$ cat config.mk
export PLATFORM = sky130hd
export DESIGN_NAME = tws_slave_rx
export DESIGN_NICKNAME = d
export VERILOG_FILES = /design/src/rtl/tws_pkg.sv /design/src/rtl/tws_slave_rx.sv
export SDC_FILE = /design/constraint.sdc
export NUM_CORES = 1
export LEC_CHECK = 0
export BUFFER_PORTS_ARGS = -buffer_cell sky130_fd_sc_hd__buf_4
export CORE_ASPECT_RATIO = 1.4
export CORE_MARGIN = 2
export CORE_UTILIZATION = 53
export DETAILED_ROUTE_END_ITERATION = 10
export PLACE_DENSITY_LB_ADDON = 0.3
export SYNTH_ARGS = -nofsm -noshare
export SYNTH_HDL_FRONTEND = slang
export SYNTH_SLANG_ARGS = --single-unit
$ cat constraint.sdc
create_clock -name mclk_i -period 2.05 [get_ports mclk_i]
set_input_delay 0.3075 -clock mclk_i [delete_from_list [all_inputs] [get_ports mclk_i]]
set_output_delay 0.3075 -clock mclk_i [all_outputs]
set_load 0.05 [all_outputs]
$ cat src/rtl/tws_pkg.sv
package tws_pkg;

  // register indices on the plain register port
  localparam logic [2:0] REG_CTRL   = 3'h0;  // serial_control
  localparam logic [2:0] REG_STATUS = 3'h1;  // serial_status_reg
  localparam logic [2:0] REG_ADDR   = 3'h2;  // own_slave_address
  localparam logic [2:0] REG_DATA   = 3'h3;  // serial_data_reg
  localparam logic [2:0] REG_IRQ_ST = 3'h4;  // sticky event status
  localparam logic [2:0] REG_IRQ_MK = 3'h5;  // event mask
  localparam logic [2:0] REG_PWR    = 3'h6;  // deep sleep control

  // serial_control bit positions
  localparam int CTL_IFLAG = 7;
  localparam int CTL_ACKEN = 6;
  localparam int CTL_START = 5;
  localparam int CTL_STOP  = 4;
  localparam int CTL_WCOL  = 3;
  localparam int CTL_EN    = 2;
  localparam int CTL_IE    = 0;

  localparam int ADR_GCE   = 0;

  localparam logic [7:0] CTRL_RST  = 8'h00;
  localparam logic [7:0] ADDR_RST  = 8'h00;
  localparam logic [7:0] ZERO8     = 8'h00;
  localparam logic [6:0] GC_ADDR   = 7'h00;

  // slave receiver status codes, prescaler bits zero
  localparam logic [7:0] ST_OWN_W     = 8'h60;
  localparam logic [7:0] ST_ARB_OWN_W = 8'h68;
  localparam logic [7:0] ST_GC        = 8'h70;
  localparam logic [7:0] ST_ARB_GC    = 8'h78;
  localparam logic [7:0] ST_DATA_ACK  = 8'h80;
  localparam logic [7:0] ST_DATA_NACK = 8'h88;
  localparam logic [7:0] ST_IDLE      = 8'hF8;

  // event bits of the sticky status
  localparam int EV_ADDR  = 0;
  localparam int EV_DATA  = 1;
  localparam int EV_NACK  = 2;
  localparam int EV_WAKE  = 3;
  localparam int EV_W     = 4;

  localparam logic [3:0] BIT_LAST = 4'h8;

  typedef enum logic [2:0] {
    TWS_IDLE  = 3'b000,
    TWS_ADDR  = 3'b001,
    TWS_AACK  = 3'b010,
    TWS_DATA  = 3'b011,
    TWS_DACK  = 3'b100,
    TWS_WAIT  = 3'b101,
    TWS_IGN   = 3'b110
  } tws_state_t;

  typedef struct packed {
    logic       wr;
    logic       rd;
    logic [2:0] addr;
    logic [7:0] wdata;
  } tws_req_t;

endpackage

$ cat src/rtl/tws_slave_rx.sv
`timescale 1ns/1ps
// Functional notes
// - upper seven address bits select this slave
// - address bit zero enables general call
// - address acknowledged only with ack enable
// - write direction enters receiver, read ignored
// - address match sets flag, posts status
// - lost arbitration then addressed reports 68/78
// - cleared ack enable nacks next data byte
// - ack enable low isolates, bus still monitored
// - deep sleep matches address on bus clock
// - wake holds clock low until flag cleared
// - data register may be stale after wake
// - status 60, next byte ack per enable
// - status 70/78, next byte ack per enable
// - status 80, next byte ack per enable
// - status 88 returns to unaddressed slave
// - start request after 88 waits free bus
// - status codes carry zero prescaler bits
module tws_slave_rx
  import tws_pkg::*;
(
  input  wire logic       mclk_i,       // 40 MHz system clock
  input  wire logic       sys_rst_i,    // synchronous reset, active high
  input  wire logic       reg_wr_i,     // register write strobe
  input  wire logic       reg_rd_i,     // register read strobe
  input  wire logic [2:0] reg_addr_i,   // register index
  input  wire logic [7:0] reg_wdata_i,  // write data
  output logic      [7:0] reg_rdata_o,  // read data, cycle after strobe
  input  wire logic       scl_i,        // bus clock pin level
  input  wire logic       sda_i,        // bus data pin level
  output logic            scl_oe_n_o,   // low drives clock pin low
  output logic            sda_oe_n_o,   // low drives data pin low
  input  wire logic       arb_lost_i,   // master side lost arbitration
  output logic            start_req_o,  // master side asked to start
  output logic            wake_o,       // wake request to the part
  output logic            irq_o         // level interrupt
);

  // register-side state
  tws_req_t   req;
  logic [7:0] ctrl_r;
  logic [7:0] addr_r;
  logic [7:0] status_r;
  logic [7:0] data_r;
  logic [4:0] irq_st_r;
  logic [4:0] irq_mk_r;
  logic [4:0] ev;
  logic       pend_start_r;
  logic       sleep_r;
  logic       woke_r;
  // bus-side state
  tws_state_t state_r;
  logic [1:0] scl_sync_r;
  logic [1:0] sda_sync_r;
  logic       scl_d_r;
  logic       sda_d_r;
  logic [7:0] shift_r;
  logic [3:0] bit_cnt_r;
  logic       gc_hit_r;
  logic       arb_r;
  logic       nack_r;
  logic       busy_r;

  assign req = '{wr: reg_wr_i, rd: reg_rd_i, addr: reg_addr_i, wdata: reg_wdata_i};

  // two synchroniser flops plus a delay flop per pin; the second stage and the delay flop feed the edge detectors
  always_ff @(posedge mclk_i) begin
    if (sys_rst_i) begin
      scl_sync_r <= 2'b11;
      scl_d_r    <= 1'b1;
    end else begin
      scl_sync_r <= {scl_sync_r[0], scl_i};
      scl_d_r    <= scl_sync_r[1];
    end
  end

  always_ff @(posedge mclk_i) begin
    if (sys_rst_i) begin
      sda_sync_r <= 2'b11;
      sda_d_r    <= 1'b1;
    end else begin
      sda_sync_r <= {sda_sync_r[0], sda_i};
      sda_d_r    <= sda_sync_r[1];
    end
  end

  // start and stop need the clock high on both samples, so a data change
  // seen in the same cycle as a clock fall is never taken for a condition
  logic scl_s, sda_s, scl_rise, scl_fall, bus_start, bus_stop;
  assign scl_s     = scl_sync_r[1];
  assign sda_s     = sda_sync_r[1];
  assign scl_rise  = scl_s & ~scl_d_r;
  assign scl_fall  = ~scl_s & scl_d_r;
  assign bus_start = scl_s & scl_d_r & sda_d_r & ~sda_s;
  assign bus_stop  = scl_s & scl_d_r & ~sda_d_r & sda_s;

  function automatic logic sel(input logic [2:0] a, input logic [2:0] r);
    return a == r;
  endfunction

  logic en, acken, iflag;
  assign en    = ctrl_r[CTL_EN];
  assign acken = ctrl_r[CTL_ACKEN];
  assign iflag = ctrl_r[CTL_IFLAG];

  // address match on the completed address byte
  logic own_hit, gc_hit, addr_ok;
  assign own_hit = shift_r[7:1] == addr_r[7:1];
  assign gc_hit  = addr_r[ADR_GCE] & (shift_r[7:1] == GC_ADDR);
  // read direction is left to the transmitter block, not answered here
  assign addr_ok = en & acken & ~shift_r[0] & (own_hit | gc_hit);

  // set-flag requests from the bus engine
  logic set_flag;
  logic [7:0] set_status;

  // bus engine; a stop or a cleared enable drops back to idle from any state
  always_ff @(posedge mclk_i) begin
    if (sys_rst_i) begin
      state_r   <= TWS_IDLE;
      bit_cnt_r <= 4'h0;
      shift_r   <= ZERO8;
      gc_hit_r  <= 1'b0;
      arb_r     <= 1'b0;
      nack_r    <= 1'b0;
    end else if (!en || bus_stop) begin
      state_r   <= TWS_IDLE;
    end else if (bus_start) begin
      state_r   <= TWS_ADDR;   // bus still monitored with ack enable low
      bit_cnt_r <= 4'h0;
      arb_r     <= arb_lost_i;
    end else begin
      case (state_r)
        TWS_ADDR, TWS_DATA: begin
          if (scl_rise) begin
            shift_r   <= {shift_r[6:0], sda_s};
            bit_cnt_r <= bit_cnt_r + 4'h1;
          end else if (scl_fall && bit_cnt_r == BIT_LAST) begin
            bit_cnt_r <= 4'h0;
            if (state_r == TWS_ADDR) begin
              gc_hit_r <= gc_hit & ~own_hit;
              state_r  <= addr_ok ? TWS_AACK : TWS_IGN;
            end else begin
              nack_r  <= ~acken;
              state_r <= TWS_DACK;
            end
          end
        end
        TWS_AACK, TWS_DACK: begin
          if (scl_fall) begin
            state_r <= (state_r == TWS_DACK && nack_r) ? TWS_IGN : TWS_WAIT;
          end
        end
        TWS_WAIT: begin
          if (!iflag) begin
            state_r <= TWS_DATA;
          end
        end
        TWS_IDLE, TWS_IGN: state_r <= state_r;
        default: state_r <= TWS_IDLE;
      endcase
    end
  end

  always_comb begin
    set_flag   = 1'b0;
    set_status = ST_IDLE;
    if (en && !bus_start && !bus_stop && scl_fall) begin
      if (state_r == TWS_AACK) begin
        set_flag   = 1'b1;
        set_status = gc_hit_r ? (arb_r ? ST_ARB_GC : ST_GC)
                              : (arb_r ? ST_ARB_OWN_W : ST_OWN_W);
      end else if (state_r == TWS_DACK) begin
        set_flag   = 1'b1;
        set_status = nack_r ? ST_DATA_NACK : ST_DATA_ACK;
      end
    end
  end

  // bus busy between start and stop, for deferred start
  always_ff @(posedge mclk_i) begin
    if (sys_rst_i) begin
      busy_r <= 1'b0;
    end else if (bus_start) begin
      busy_r <= 1'b1;
    end else if (bus_stop) begin
      busy_r <= 1'b0;
    end
  end

  // a data write while the flag is low is refused and marked as a collision
  logic ctrl_wr;
  assign ctrl_wr = req.wr && sel(req.addr, REG_CTRL);

  always_ff @(posedge mclk_i) begin
    if (sys_rst_i) begin
      ctrl_r <= CTRL_RST;
    end else begin
      if (ctrl_wr) begin
        ctrl_r <= {1'b0, req.wdata[6:4], ctrl_r[CTL_WCOL], req.wdata[2:0]};
        if (req.wdata[CTL_IFLAG]) begin
          ctrl_r[CTL_IFLAG] <= 1'b0;
        end else begin
          ctrl_r[CTL_IFLAG] <= iflag;
        end
      end
      if (set_flag) begin
        ctrl_r[CTL_IFLAG] <= 1'b1;   // set wins over the clear
      end
      if (req.wr && sel(req.addr, REG_DATA) && !iflag) begin
        ctrl_r[CTL_WCOL] <= 1'b1;
      end else if (req.wr && sel(req.addr, REG_DATA)) begin
        ctrl_r[CTL_WCOL] <= 1'b0;
      end
    end
  end

  // start request leaving 0x88 is held until the bus is free
  always_ff @(posedge mclk_i) begin
    if (sys_rst_i) begin
      pend_start_r <= 1'b0;
    end else if (ctrl_wr && req.wdata[CTL_IFLAG] && req.wdata[CTL_START]
                 && status_r == ST_DATA_NACK) begin
      pend_start_r <= 1'b1;
    end else if (pend_start_r && !busy_r) begin
      pend_start_r <= 1'b0;
    end
  end

  always_ff @(posedge mclk_i) begin
    if (sys_rst_i) begin
      start_req_o <= 1'b0;
    end else begin
      start_req_o <= pend_start_r && !busy_r;
    end
  end

  // status reads the idle code whenever no flag is pending
  always_ff @(posedge mclk_i) begin
    if (sys_rst_i) begin
      status_r <= ST_IDLE;
    end else if (set_flag) begin
      status_r <= set_status;
    end else if (ctrl_wr && req.wdata[CTL_IFLAG]) begin
      status_r <= ST_IDLE;
    end
  end

  // byte capture; a byte received while asleep is not copied, so the
  // data register may hold an older value after wake
  always_ff @(posedge mclk_i) begin
    if (sys_rst_i) begin
      data_r <= ZERO8;
    end else if (req.wr && sel(req.addr, REG_DATA) && iflag) begin
      data_r <= req.wdata;
    end else if (set_flag && state_r == TWS_DACK && !sleep_r) begin
      data_r <= shift_r;
    end
  end

  // address register is taken whole; bit zero is the general call enable
  always_ff @(posedge mclk_i) begin
    if (sys_rst_i) begin
      addr_r <= ADDR_RST;
    end else if (req.wr && sel(req.addr, REG_ADDR)) begin
      addr_r <= req.wdata;
    end
  end

  // deep sleep: address matching stays active from the bus clock edges
  // alone; match raises wake and stretches the clock until flag clears
  always_ff @(posedge mclk_i) begin
    if (sys_rst_i) begin
      sleep_r <= 1'b0;
    end else if (req.wr && sel(req.addr, REG_PWR)) begin
      sleep_r <= req.wdata[0];
    end else if (set_flag && sleep_r && acken) begin
      sleep_r <= 1'b0;
    end
  end

  always_ff @(posedge mclk_i) begin
    if (sys_rst_i) begin
      woke_r <= 1'b0;
    end else if (set_flag && sleep_r && acken) begin
      woke_r <= 1'b1;
    end else if (!iflag) begin
      woke_r <= 1'b0;
    end
  end

  // bus drivers; data low for ack, clock held low while a flag waits after an acked byte
  always_ff @(posedge mclk_i) begin
    if (sys_rst_i) begin
      sda_oe_n_o <= 1'b1;
    end else begin
      sda_oe_n_o <= ~((state_r == TWS_AACK) | (state_r == TWS_DACK & ~nack_r));
    end
  end

  // stretch while a flag waits after an acked address or data byte, or from wake until cleared
  always_ff @(posedge mclk_i) begin
    if (sys_rst_i) begin
      scl_oe_n_o <= 1'b1;
    end else begin
      scl_oe_n_o <= ~((state_r == TWS_WAIT & ~scl_s) | woke_r);
    end
  end

  always_ff @(posedge mclk_i) begin
    if (sys_rst_i) begin
      wake_o <= 1'b0;
    end else begin
      wake_o <= woke_r;
    end
  end

  // event bits, lowest first: flag, address, data ack, nack, wake
  assign ev = {
    set_flag & sleep_r,
    set_flag & (set_status == ST_DATA_NACK),
    set_flag & (set_status == ST_DATA_ACK),
    set_flag & (state_r == TWS_AACK),
    set_flag & ~sleep_r
  };

  // cleared by writing ones; an event in the same cycle still lands
  always_ff @(posedge mclk_i) begin
    if (sys_rst_i) begin
      irq_st_r <= '0;
    end else if (req.wr && sel(req.addr, REG_IRQ_ST)) begin
      irq_st_r <= (irq_st_r & ~req.wdata[EV_W-1+1:0]) | ev;
    end else begin
      irq_st_r <= irq_st_r | ev;
    end
  end

  always_ff @(posedge mclk_i) begin
    if (sys_rst_i) begin
      irq_mk_r <= '0;
    end else if (req.wr && sel(req.addr, REG_IRQ_MK)) begin
      irq_mk_r <= req.wdata[EV_W:0];
    end
  end

  always_ff @(posedge mclk_i) begin
    if (sys_rst_i) begin
      irq_o <= 1'b0;
    end else begin
      irq_o <= |(irq_st_r & irq_mk_r) | (iflag & ctrl_r[CTL_IE]);
    end
  end

  // read data stand one cycle only and are zero otherwise, so a stale
  // value is never taken for a fresh read

  always_ff @(posedge mclk_i) begin
    if (sys_rst_i) begin
      reg_rdata_o <= ZERO8;
    end else if (req.rd) begin
      case (req.addr)
        REG_CTRL:   reg_rdata_o <= ctrl_r;
        REG_STATUS: reg_rdata_o <= status_r;
        REG_ADDR:   reg_rdata_o <= addr_r;
        REG_DATA:   reg_rdata_o <= data_r;
        REG_IRQ_ST: reg_rdata_o <= {3'h0, irq_st_r};
        REG_IRQ_MK: reg_rdata_o <= {3'h0, irq_mk_r};
        REG_PWR:    reg_rdata_o <= {7'h00, sleep_r};
        default:    reg_rdata_o <= ZERO8;
      endcase
    end else begin
      reg_rdata_o <= ZERO8;
    end
  end

endmodule
; ---- After elaboration in Yosys (flattened, before gate mapping)
; Cells that the tools add are included.
[totals]
register_bits = 83
latch_bits = 0
ram_bits = 0
romBits = 0
input_bits = 18
output_inout_bits = 13
wordCells = 201
memories = 0
[classes]
n_addsub = 1
multipliers = 0
n_div = 0
order_cmp = 0
eq_ne = 27
shift = 0
n_mux = 42
bitwise = 46
n_reduce_logical = 56
[ops]
columns = cell, n
row1 = 2-to-1 mux 8 bit, 7
row2 = case mux 8 bit (7 select lines), 1
row3 = 2-to-1 mux 4 bit, 7
row4 = "== test 8 bit, second input constant", 3
row5 = logical AND 1 bit, 21
row6 = AND 1 bit, 20
row7 = "== test 3 bit, second input constant", 6
row8 = 2-to-1 mux 3 bit, 6
row9 = nonzero test 2 bit, 9
row10 = inverter 1 bit, 17
row11 = 2-to-1 mux 1 bit, 16
row12 = "== test 3 x 2 -> 1 bit, second input constant", 4
row13 = "!= test 3 bit, second input constant", 4
row14 = case mux 3 bit (4 select lines), 1
row15 = AND reduction 6 bit, 2
row16 = AND 5 bit, 2
row17 = 2-to-1 mux 5 bit, 2
row18 = "!= test 2 bit, second input constant", 5
row19 = OR 5 bit, 2
row20 = AND reduction 5 bit, 2
row21 = OR reduction 2 bit, 5
row22 = == test 7 bit, 1
row23 = logical NOT 7 bit, 1
row24 = 2-to-1 mux 7 bit, 1
row25 = 16 further kinds, 27

; ---- Longest topological paths before layout
; Gate-level depths: netlist of the first run.
[depth]
depth_word = 12
depth_mapped = 8
mapped_depth_nobuf = 7

; ---- Least setup slack after synthesis of the first run
; OpenSTA, ideal clock, no wires.
[synth_timing]
path_type = flip-flop to flip-flop
startpoint = register scl_sync_r[1]
endpoint = register state_r[0]
setup_time_ps = 103
arrival_time_ps = 1405
required_ps = 1947
path_slack_ps = 542
stages_incl_launch_ff = 6
n_path_buf = 0
period_less_slack_ps = 1508
path_cell_list = dfxtp_1 nor2b_4 a211o_1 a22oi_4 nor3_2 a2111oi_2
[synth_between]
elab_chain_cells = 5
elab_cells_between_ends = 18
cone_classes = eq/ne (5) / mux (1) / bitwise (8) / reduce/logical (4)
[synth_rtl]
columns = element, line_no
row1 = from (decl), tws_slave_rx.sv:54  ; logic [1:0] scl_sync_r;
row2 = from (signal assigned), tws_slave_rx.sv:73  ; scl_sync_r <= {scl_sync_r[0], scl_i};
row3 = AND 1 bit / inverter 1 bit (equally long branches), "tws_slave_rx.sv:95, tws_slave_rx.sv:96, tws_slave_rx.sv:94"
row4 = AND 1 bit (on tied branches), "tws_slave_rx.sv:95, tws_slave_rx.sv:94, tws_slave_rx.sv:96"
row5 = AND 1 bit (tied with other cells), tws_slave_rx.sv:95  ; assign bus_start = scl_s & scl_d_r & sda_d_r & ~sda_s;
row6 = != test 3 bit (no source line) (tied with other cells), --
row7 = AND reduction 5 bit (no source line) / OR reduction 2 bit (equally long branches), --
row8 = to (signal assigned), tws_slave_rx.sv:143  ; state_r <= addr_ok ? TWS_AACK : TWS_IGN;
row9 = to (signal assigned), tws_slave_rx.sv:152  ; state_r <= (state_r == TWS_DACK && nack_r) ? TWS_IGN : TWS_WAIT;
row10 = to (signal assigned), tws_slave_rx.sv:160  ; TWS_IDLE, TWS_IGN: state_r <= state_r;
row11 = to (decl), tws_slave_rx.sv:53  ; tws_state_t state_r;
; Several ways; a longest one is shown, not always the timed one.
; A chain may end at the register's enable or synchronous reset.

; ---- Worst setup path in the final report of the first run
[layout_timing]
startpoint = register state_r[0]
endpoint = register state_r[0]
[layout_between]
elab_chain_cells = 6
elab_cells_between_ends = 24
cone_classes = eq/ne (11) / mux (7) / reduce/logical (6)
[layout_rtl]
columns = element, line_no
row1 = == test 3 x 1 -> 1 bit / == test 3 bit (equally long branches), "tws_slave_rx.sv:134, tws_slave_rx.sv:141, tws_slave_rx.sv:152"
row2 = 2-to-1 mux 3 bit / logical AND 1 bit (equally long branches), "tws_slave_rx.sv:141, tws_slave_rx.sv:152"
row3 = 2-to-1 mux 3 bit / 2-to-1 mux 2 bit (equally long branches), "tws_slave_rx.sv:139, tws_slave_rx.sv:152"
row4 = 2-to-1 mux 3 bit (on tied branches), "tws_slave_rx.sv:136, tws_slave_rx.sv:151"
row5 = case mux 3 bit (4 select lines), tws_slave_rx.sv:134  ; case (state_r)
row6 = 2-to-1 mux 1 bit, tws_slave_rx.sv:129  ; end else if (bus_start) begin
; Several ways; a longest one is shown, not always the timed one. The select of a mux whose other input is x is not followed.

==> metrics.md, run 1 <==
| Metric | Value |
|---|---|
| Minimum clock period | 1.845 ns |
| Initial Util | 55.17% |
| Async SR Flop Fraction | 0% |
| Average size of a mapped cell | 9.158 µm² |
| Post-detail-place hpwl | 6193 µm |
| Clock transition at path regs | 0.08 ns |
| Main synth FF type | dfxtp_1 |
| Final number of setup-violating endpoints | 0 |
| Root buf cell | clkbuf_8 |
| Hold Crit Class | in2reg |
| Met2 Track Usage GR | 40.25% |
| GPL Wtd Cong | 0.8857 |
| Dpl cells | 507 |
| Vias per cell | 5.834 |
| Nets | 446 |
| Worst EP required | 2.31 ns |
| # port buffers | 30 |
| Endpoints failing hold | 0 |
| Site Rows | 35 |
| Peak VDD IR | 0.0004071 V |
| Mapped cell area | 3672 µm² |
| Area occupied by multi-input gates | 1933 µm² |
| Critical path, cell by cell | nor2_1 -> a211o_1 -> a22oi_4 -> nor3_2 -> a2111oi_2 |
| Router iterations before antenna repair | 4 |
| Unique masters post-synth | 60 |
| Met3 GRT Util | 4.594% |
| Max cap viols | 0 |
| N_diodes | 0 |
| Yosys top cell area share | 43.07% |
| Vias in the first global route | 2858 |
| Antenna Nets Post-Route | 0 |
| Leakage | 1.628 nW |
| Outcome | finished, final reports clean |
| IO Pins | 31 |
| Worst skew pair latency | 0.36 ns |
| Via count | 3051 |
| Final slew viol count | 0 |
| Dominant cell type by area after synthesis | dfxtp_1 |
| Register area share after synthesis | 43.07% |
| Final Routed Wirelength | 8684 µm |
| Clock sink count | 79 |
| Largest net degree at the start of global routing | 43 |
| Critical path's slowest cell | dfxtp_1 |
| Register area | 1582 µm² |
| Clock skew | 0.009069 ns |
| Synth Register Bits | 79 |
| Gr busiest metal | met2 |
| Initial antenna violation count | 0 |
| Core area | 6656 µm² |
| Final Cycle Share | 89.99% |
| Total track usage | 24.84% |
| Htree depth | 3 |
| Power per Cell Area | 732.9 nW/µm² |
| Post-cts resize count | 0 |
| Fmax | 542.1 MHz |
| Met1 usage | 30.38% |
| Worst Max-Slew Pin Slew | 0.6091 ns |
| Max Fanout on Critical Path | 14 |
| CP startpoint kind | flop |
| Top post-synthesis cells by area | dfxtp_1, mux2i_1, nor2_1 |
| Clock Tree Buf Depth | 2 |
| Synthesis Warnings | 0 |
| Die area | 7620 µm² |
| Number of flops mapped to enable cells by yosys | 0 |
| Post-CTS setup buffer count | 0 |
| Overall Power | 3.055 mW |
| Hold-fix buffers at CTS | 0 |
| Die width | 74.35 µm |
| CTS tree | built |
| Setup crit end kind | flop |
| Critical Path Max Stage Delay | 0.63 ns |
| WS Path Type | reg2reg |
| Layout cells sized above 1 | 17.17% |
| GRT overflow | 0 |
| DRC | 0 |
| Mapped Cells | 401 |
| Drt wl/cell | 16.60 µm |
| Unrepaired setup endpoints after global routing | false |
| Iter 0 DRT Violations | 134 |
| TritonCTS buffer count | 9 |
| TNS Setup | 0 ns |
| Filler cell count | 608 |
| Area Growth Syn to Fin | 13.49% |
| Post-route insts no fill | 523 |
| Rel. slew slack | 59.08% |
| Worst EP arrival | 2.11 ns |
| Die H | 102.5 µm |
| Syn_nets | 421 |
| First-pass GRT wire length | 14160 µm |
==> path summary, 6_finish.rpt <==
check	cells past startpoint	slack (ns)	to	startpoint
worst max register to register	5	0.21	state_r[0]$_SDFFE_PP0P_	state_r[0]$_SDFFE_PP0P_
worst min-delay path	2	0.13	sda_sync_r[0]$_SDFF_PP1_	sda_i
worst min register to register	1	0.42	scl_sync_r[1]$_SDFF_PP1_	scl_sync_r[0]$_SDFF_PP1_
worst max-delay path	5	0.21	state_r[0]$_SDFFE_PP0P_	state_r[0]$_SDFFE_PP0P_
==> sequential cells by signal, summed over array words and instances (netlist names), 2 cells and up <==
register     cells
addr_r           8
ctrl_r           8
data_r           8
reg_rdata_o      8
shift_r          8
irq_mk_r         5
irq_st_r         5
bit_cnt_r        4
status_r         4
state_r          3
scl_sync_r       2
sda_sync_r       2
==> logic make-up after synthesis <==
family	Yosys count	synth area share (%)
fa+ha+maj	2	0.6813
buf+inv	33	4.293
mux	48	14.21
flops	79	43.07
xor+xnor	8	1.908
compound gates	78	14.79
simple gates	153	21.06
==> cell usage in the layout, fill, tap and decap left out, drive strengths merged, types with 3 or more instances in the layout <==
master  count
clkbuf     11
inv        10
nand2b      8
a31oi       5
o21ai      17
o22ai       3
a21oi      19
nand4       5
nand3      10
nor2b      10
a22oi       6
a32oi       3
xnor2       4
or2         5
nand2      25
buf        37
a211oi     11
and2        3
dfxtp      79
nor2       65
mux2i      42
mux4        3
xor2        4
nor3        5
mux2        3
==> cell type report <==
class,instances,share of cell area (%)
clock buffer,11,3.392
clock inverter,5,1.951
inverter,10,0.9006
multi-input combinational,289,46.38
sequential,79,37.95
tap,92,2.762
timing repair buffer,37,6.665
==> critical path, delay by kind of cell, from the launching register on <==
family | cells | cell delay (ns)
simple gates | 2 | 0.20
flops | 1 | 0.63
compound gates | 3 | 0.92
==> layer usage <==
| metal | wire (µm) | part of all wire [%] | vias to the layer above |
|---|---|---|---|
| met5 | 0 | 0 | - |
| met4 | 391 | 4.5 | 0 |
| met3 | 305 | 3.5 | 29 |
| met2 | 4306 | 50 | 86 |
| met1 | 3681 | 42 | 1475 |
| li1 | - | - | 1461 |
==> stage by stage <==
step           worst slack (ns)  util (%)  hold slack (ns)  instance area (µm²)
2_1_floorplan            0.5417         -           0.3895                 3672
3_3_place_gp             0.3229     59.27           0.4049                 3945
3_5_place_dp             0.2723     59.27           0.4052                 3945
4_1_cts                  0.2496     62.61           0.1318                 4168
5_1_grt                 0.08354     62.61           0.1290                 4168
6_report                 0.2053     62.61           0.1333                 4168
==> cell usage after synthesis, drive strengths merged (3+ instances only) <==
master and number:
a22oi 6, nor3 5, nand2 25, o22ai 3, o21ai 17, a21oi 19, buf 13, mux2 3
a211oi 11, nand4 5, nand2b 8, and2 3, or2 5, xnor2 4, nor2 65, mux4 3
a31oi 5, a32oi 3, dfxtp 79, nor2b 10, mux2i 42, clkbuf 10, inv 10, xor2 4
nand3 10
==> power breakdown <==
group	total [mW]	internal (mW)	switching, mW
clock network	1.30	0.719	0.577
registers	1.57	1.55	0.0156
logic	0.192	0.0769	0.115
Power figures use the tool's default switching activity.
==> run 2: changes to the inputs <==
- CAP_MARGIN: default -> 20
- CELL_PAD_IN_SITES_DETAIL_PLACEMENT: default -> 1
- CELL_PAD_IN_SITES_GLOBAL_PLACEMENT: default -> 1
- CORE_UTILIZATION: 53 -> 36
==> run 2 against run 1 <==
Net effect: final cell count grew 9.4%; sequential power about the same; sequential share of layout area shrank 1.8 points; register-to-register slack worse by 0.05 ns; non-clock buffer count up 6; largest power group is now clock.
==> metrics.md, run 2 (same netlist as run 1, synthesis figures left out) <==
| Metric | Value |
|---|---|
| Outcome | finished, final reports clean |
| DRC | 0 (unchanged) |
| Critical path, cell by cell | and4bb_2 -> nand2_2 -> o21ai_4 -> nor2_1 -> a311oi_1 |
| Sw frac | 22.31% (-0.86 points) |
| Htree depth | 3 (unchanged) |
| Peak VDD IR | 0.0003940 V (-3.2%) |
| Die area | 11040 µm² (+45%) |
| Antenna Nets Post-Route | 0 (unchanged) |
| TritonCTS buffer count | 9 (unchanged) |
| Critical path's slowest cell | dfxtp_1 |
| Most frequent cells in the layout | dfxtp_1, nor2_1, mux2i_1, buf_4, nand2_1 |
| Hold-fix buffers at CTS | 0 (unchanged) |
| Rel. slew slack | 62.14% (+3.1 points) |
| Gr busiest metal | met2 |
| Clock transition at path regs | 0.06 ns (-0.02 ns) |
| Internal Power | 2.678 mW (+14%) |
| Worst EP arrival | 2.14 ns (+0.03 ns) |
| Met2 Track Usage GR | 36.76% (-3.5 points) |
| Share of power burned in registers | 45.6% (-5.7 points) |
| Largest net degree at the start of global routing | 48 (+12%) |
| Most common cell after layout, fill and taps aside | dfxtp_1 |
| Router iterations before antenna repair | 4 (unchanged) |
| Vias in the first global route | 3204 (+12%) |
| Clock network power share | 48.5% (+6.1 points) |
| Vias per cell | 5.372 (-7.9%) |
| Endpoints failing hold | 0 (unchanged) |
| Area occupied by multi-input gates | 1933 µm² (unchanged) |
| Post-cts resize count | 0 (unchanged) |
| GPL Wtd Cong | 0.8257 (-6.8%) |
| Leakage | 1.702 nW (+4.5%) |
| Site Rows | 43 (+23%) |
| Via count | 3073 (+0.72%) |
| Clock skew | 0.006230 ns (-0.002839 ns) |
| WS Path Type | reg2reg |
| Nets | 452 (+1.3%) |
| Setup slack after layout | 0.1531 ns (-0.05221 ns) |
| Clock Tree Buf Depth | 2 (unchanged) |
| Initial antenna violation count | 0 (unchanged) |
| Total track usage | 20.49% (-4.4 points) |
| Final Cycle Share | 92.53% (+2.5 points) |
| TNS Setup | 0 ns (unchanged) |
| Final slew viol count | 0 (unchanged) |
| Final core utilization | 44.20% (-18 points) |
| Register area | 1582 µm² (unchanged) |
| Pre-CTS setup slack | 0.2385 ns (-0.03380 ns) |
| IO Pins | 31 (unchanged) |
| Iter 0 DRT Violations | 99 (-26%) |
| Post-CTS setup buffer count | 0 (unchanged) |
| Layout cells sized above 1 | 18.54% (+1.4 points) |
| Max cap viols | 0 (unchanged) |
| Worst EP required | 2.29 ns (-0.02 ns) |
| First-pass GRT wire length | 16840 µm (+19%) |
| Die H | 123.5 µm (+21%) |
| Post-detail-place hpwl | 7618 µm (+23%) |
| Clock sink count | 79 (unchanged) |
| Core area | 9899 µm² (+49%) |
| Drt wl/cell | 18.26 µm (+10%) |
| Initial Util | 37.10% (-18 points) |
| GRT overflow | 0 (unchanged) |
| CP startpoint kind | flop |
| Comb pwr share | 5.9% (-0.4 points) |
| Sw power | 0.7690 mW (+8.7%) |
| Critical Path Max Stage Delay | 0.45 ns (-0.18 ns) |
| Die width | 89.36 µm (+20%) |
| CTS tree | built |
| Setup crit end kind | flop |
| Met1 usage | 23.39% (-7.0 points) |
| Met3 GRT Util | 2.203% (-2.4 points) |
| Hold Crit Class | in2reg |
| Minimum clock period | 1.897 ns (+0.05221 ns) |
| Worst Hold Slack | 0.1513 ns (+0.01805 ns) |
| Power per Cell Area | 787.9 nW/µm² (+7.5%) |
| Final number of setup-violating endpoints | 0 (unchanged) |
| Unrepaired setup endpoints after global routing | false |
| Final Routed Wirelength | 10450 µm (+20%) |
| Max Fanout on Critical Path | 16 (+2) |
| N_diodes | 0 (unchanged) |
| # port buffers | 30 (unchanged) |
| Area Growth Syn to Fin | 19.15% |
| Worst Max-Slew Pin Slew | 0.5642 ns (-0.04491 ns) |
| Fmax | 527.2 MHz (-2.8%) |
| Root buf cell | clkbuf_16 |
| Worst skew pair latency | 0.34 ns (-0.02 ns) |
| Filler cell count | 1205 (+98%) |
-- run 2: cell type report --
cell class / instances / share of cell area (%)
multi-input cells: 289 / 44.18
flip-flops and latches: 79 / 36.15
repair buffers: 43 / 7.664
clock buffers: 12 / 6.091
well taps: 135 / 3.860
clock inverters: 4 / 1.201
inverters: 10 / 0.8579
-- run 2: power groups by stage --
stage	Combinational, mW	Clock (mW)	Sequential (mW)
2_1_floorplan	0.115	0	1.61
3_3_place_gp	0.202	0	1.60
3_5_place_dp	0.205	0	1.60
4_1_cts	0.206	1.71	1.57
5_1_grt	0.221	1.78	1.57
6_report	0.203	1.67	1.57
-- run 2: worst max-delay path, delay by kind of cell, from the launching register on --
kind / cells / cell delay (ns)
AND/OR/NAND/NOR: 3 / 0.65
AO/OA/AOI/OAI: 2 / 0.70
flip-flops: 1 / 0.45
-- run 2: layer usage --
| layer | vias up | share of wire (%) |
|---|---|---|
| met4 | 0 | 3.1 |
| li1 | 1480 | - |
| met5 | - | 0 |
| met3 | 18 | 2.0 |
| met1 | 1538 | 41 |
| met2 | 37 | 54 |
-- run 2: per-stage QoR --
stage	area, µm²	cells	total power [mW]
final	4375	572	3.447
after global routing	4375	572	3.570
after CTS	4375	572	3.486
after detailed placement	4056	556	1.810
after global placement	4056	556	1.807
after floorplan	3672	401	1.722
-- run 2: path summary, 6_finish.rpt --
| kind | startpoint | to | slack [ns] | cells after the start |
|---|---|---|---|---|
| hold / removal | sda_i | sda_sync_r[0]$_SDFF_PP1_ | 0.15 | 2 |
| setup reg to reg | state_r[0]$_SDFFE_PP0P_ | data_r[6]$_SDFFE_PP0P_ | 0.15 | 5 |
| hold reg to reg | sda_sync_r[0]$_SDFF_PP1_ | sda_sync_r[1]$_SDFF_PP1_ | 0.41 | 1 |
| setup / recovery | state_r[0]$_SDFFE_PP0P_ | data_r[6]$_SDFFE_PP0P_ | 0.15 | 5 |
==> run 3: changes to the inputs <==
- BUFFER_PORTS_ARGS: -buffer_cell sky130_fd_sc_hd__buf_4 -> -buffer_cell sky130_fd_sc_hd__buf_2
- SETUP_SLACK_MARGIN: default -> 0.5
==> run 3 against run 2 <==
Net effect: cell area increased by 3.8%; fmax grew 24%; clock power down 4%; critical path type unchanged; largest power group unchanged.
==> metrics.md, run 3 (same netlist as run 1, synthesis figures left out) <==
| Metric | Value |
|---|---|
| Vias in the first global route | 3211 (+0.22%) |
| Max cap viols | 0 (unchanged) |
| Initial Util | 37.10% (unchanged) |
| Clock sink count | 79 (unchanged) |
| Final number of setup-violating endpoints | 0 (unchanged) |
| Final Routed Wirelength | 10780 µm (+3.2%) |
| Clock transition at path regs | 0.07 ns (about the same) |
| Worst EP required | 2.30 ns (about the same) |
| DRC | 0 (unchanged) |
| First-pass GRT wire length | 16880 µm (+0.24%) |
| WS Path Type | reg2reg |
| Worst EP arrival | 1.78 ns (-0.36 ns) |
| Layout cells sized above 1 | 28.57% (+10 points) |
| Initial antenna violation count | 0 (unchanged) |
| Clock Tree Buf Depth | 2 (unchanged) |
| Die H | 123.5 µm (unchanged) |
| Die area | 11040 µm² (unchanged) |
| Vias per cell | 5.244 (-2.4%) |
| Comb pwr share | 6.1% (+0.2 points) |
| Minimum clock period | 1.529 ns (-0.3677 ns) |
| Worst Hold Slack | 0.1452 ns (-0.006103 ns) |
| Via count | 3094 (+0.68%) |
| N_diodes | 0 (unchanged) |
| Clock network power share | 47.5% (-1.0 points) |
| Iter 0 DRT Violations | 135 (+36%) |
| Pre-CTS setup slack | 0.2284 ns (-0.01015 ns) |
| Leakage | 1.810 nW (+6.3%) |
| Root buf cell | clkbuf_16 |
| GRT overflow | 0 (unchanged) |
| Share of power burned in registers | 46.4% (+0.8 points) |
| Total track usage | 20.75% (+0.26 points) |
| # port buffers | 30 (unchanged) |
| Power per Cell Area | 742.0 nW/µm² (-5.8%) |
| Router iterations before antenna repair | 4 (unchanged) |
| Drt wl/cell | 18.28 µm (about the same) |
| Overall Power | 3.371 mW (-2.2%) |
| Die width | 89.36 µm (unchanged) |
| Post-detail-place hpwl | 7755 µm (+1.8%) |
| GPL Wtd Cong | 0.7884 (-4.5%) |
| Setup crit end kind | flop |
| IO Pins | 31 (unchanged) |
| Core area | 9899 µm² (unchanged) |
| Most common cell after layout, fill and taps aside | dfxtp_1 |
| Hold Crit Class | in2reg |
| Hold-fix buffers at CTS | 0 (unchanged) |
| Setup slack after layout | 0.5208 ns (+0.3677 ns) |
| Endpoints failing hold | 0 (unchanged) |
| Final Cycle Share | 74.59% (-18 points) |
| CP startpoint kind | flop |
| Max Fanout on Critical Path | 7 (-9) |
| Worst Max-Slew Pin Slew | 0.5153 ns (-0.04884 ns) |
| Largest net degree at the start of global routing | 29 (-40%) |
| Rel. slew slack | 65.65% (+3.5 points) |
| Clock skew | 0.009105 ns (+0.002875 ns) |
| Worst skew pair latency | 0.34 ns (about the same) |
| Internal Power | 2.570 mW (-4.1%) |
| Fmax | 653.9 MHz (+24%) |
| Antenna Nets Post-Route | 0 (unchanged) |
| Most frequent cells in the layout | dfxtp_1, nor2_1, mux2i_1 |
| Sw power | 0.8016 mW (+4.2%) |
| Nets | 470 (+4.0%) |
| CTS tree | built |
| Sw frac | 23.78% (+1.5 points) |
| Final slew viol count | 0 (unchanged) |
| Site Rows | 43 (unchanged) |
| Outcome | finished, final reports clean |
| Unrepaired setup endpoints after global routing | true |
| TNS Setup | 0 ns (unchanged) |
| Peak VDD IR | 0.0004148 V (+5.3%) |
| Htree depth | 3 (unchanged) |
| TritonCTS buffer count | 9 (unchanged) |
| Area Growth Syn to Fin | 23.71% |
-- run 3: layout make-up --
type | instances | area [µm²]
clock buffer | 9 | 225.2
clock inverter | 7 | 73.82
fill | 1171 | 5356
inverter | 10 | 37.54
multi-input combinational | 289 | 2016
sequential | 79 | 1609
tap | 135 | 168.9
timing repair buffer | 61 | 412.9
-- run 3: final timing paths --
kind                                          startpoint                        to  slack (ns)  cells after the start
worst max-delay path            scl_sync_r[1]$_SDFF_PP1_    data_r[0]$_SDFFE_PP0P_        0.52                      6
worst min-delay path                               scl_i  scl_sync_r[0]$_SDFF_PP1_        0.15                      2
worst max register to register  scl_sync_r[1]$_SDFF_PP1_    data_r[0]$_SDFFE_PP0P_        0.52                      6
worst min register to register  sda_sync_r[0]$_SDFF_PP1_  sda_sync_r[1]$_SDFF_PP1_        0.42                      1
-- run 3: timing repair --
action,4_1_cts,5_1_grt
endpoints found under the setup margin,32,26
resized for setup,13,25
setup buffers,10,4
pin swaps,7,15
cloned,0,1
-- run 3: through the flow --
stage,instances,util [%],area [µm²]
final,590,45.89,4543
after global routing,590,45.89,4543
after CTS,585,44.50,4405
after detailed placement,559,40.32,3991
after global placement,559,40.32,3991
after floorplan,401,-,3672
-- run 3: layer usage --
layer,part of all wire (%),GRT usage (%),vias up
met5,0,0,-
met2,55,38.01,38
met3,2.4,3.338,9
met1,41,23.55,1535
met4,1.5,7.836,0
li1,-,-,1512
-- run 3: power groups by stage --
stage	clock [mW]	sequential, mW	combinational [mW]
final	1.60	1.57	0.205
after global routing	1.70	1.57	0.223
after CTS	1.64	1.57	0.201
after detailed placement	0	1.60	0.198
after global placement	0	1.60	0.197
after floorplan	0	1.61	0.115
-- run 3: critical path, cell delays in order (launching register included) --
cell	delay (ns)
dfxtp_4	0.37
and4bb_4	0.38
nand2_4	0.07
o21ai_4	0.20
buf_12	0.15
nor2_1	0.05
a211oi_2	0.20
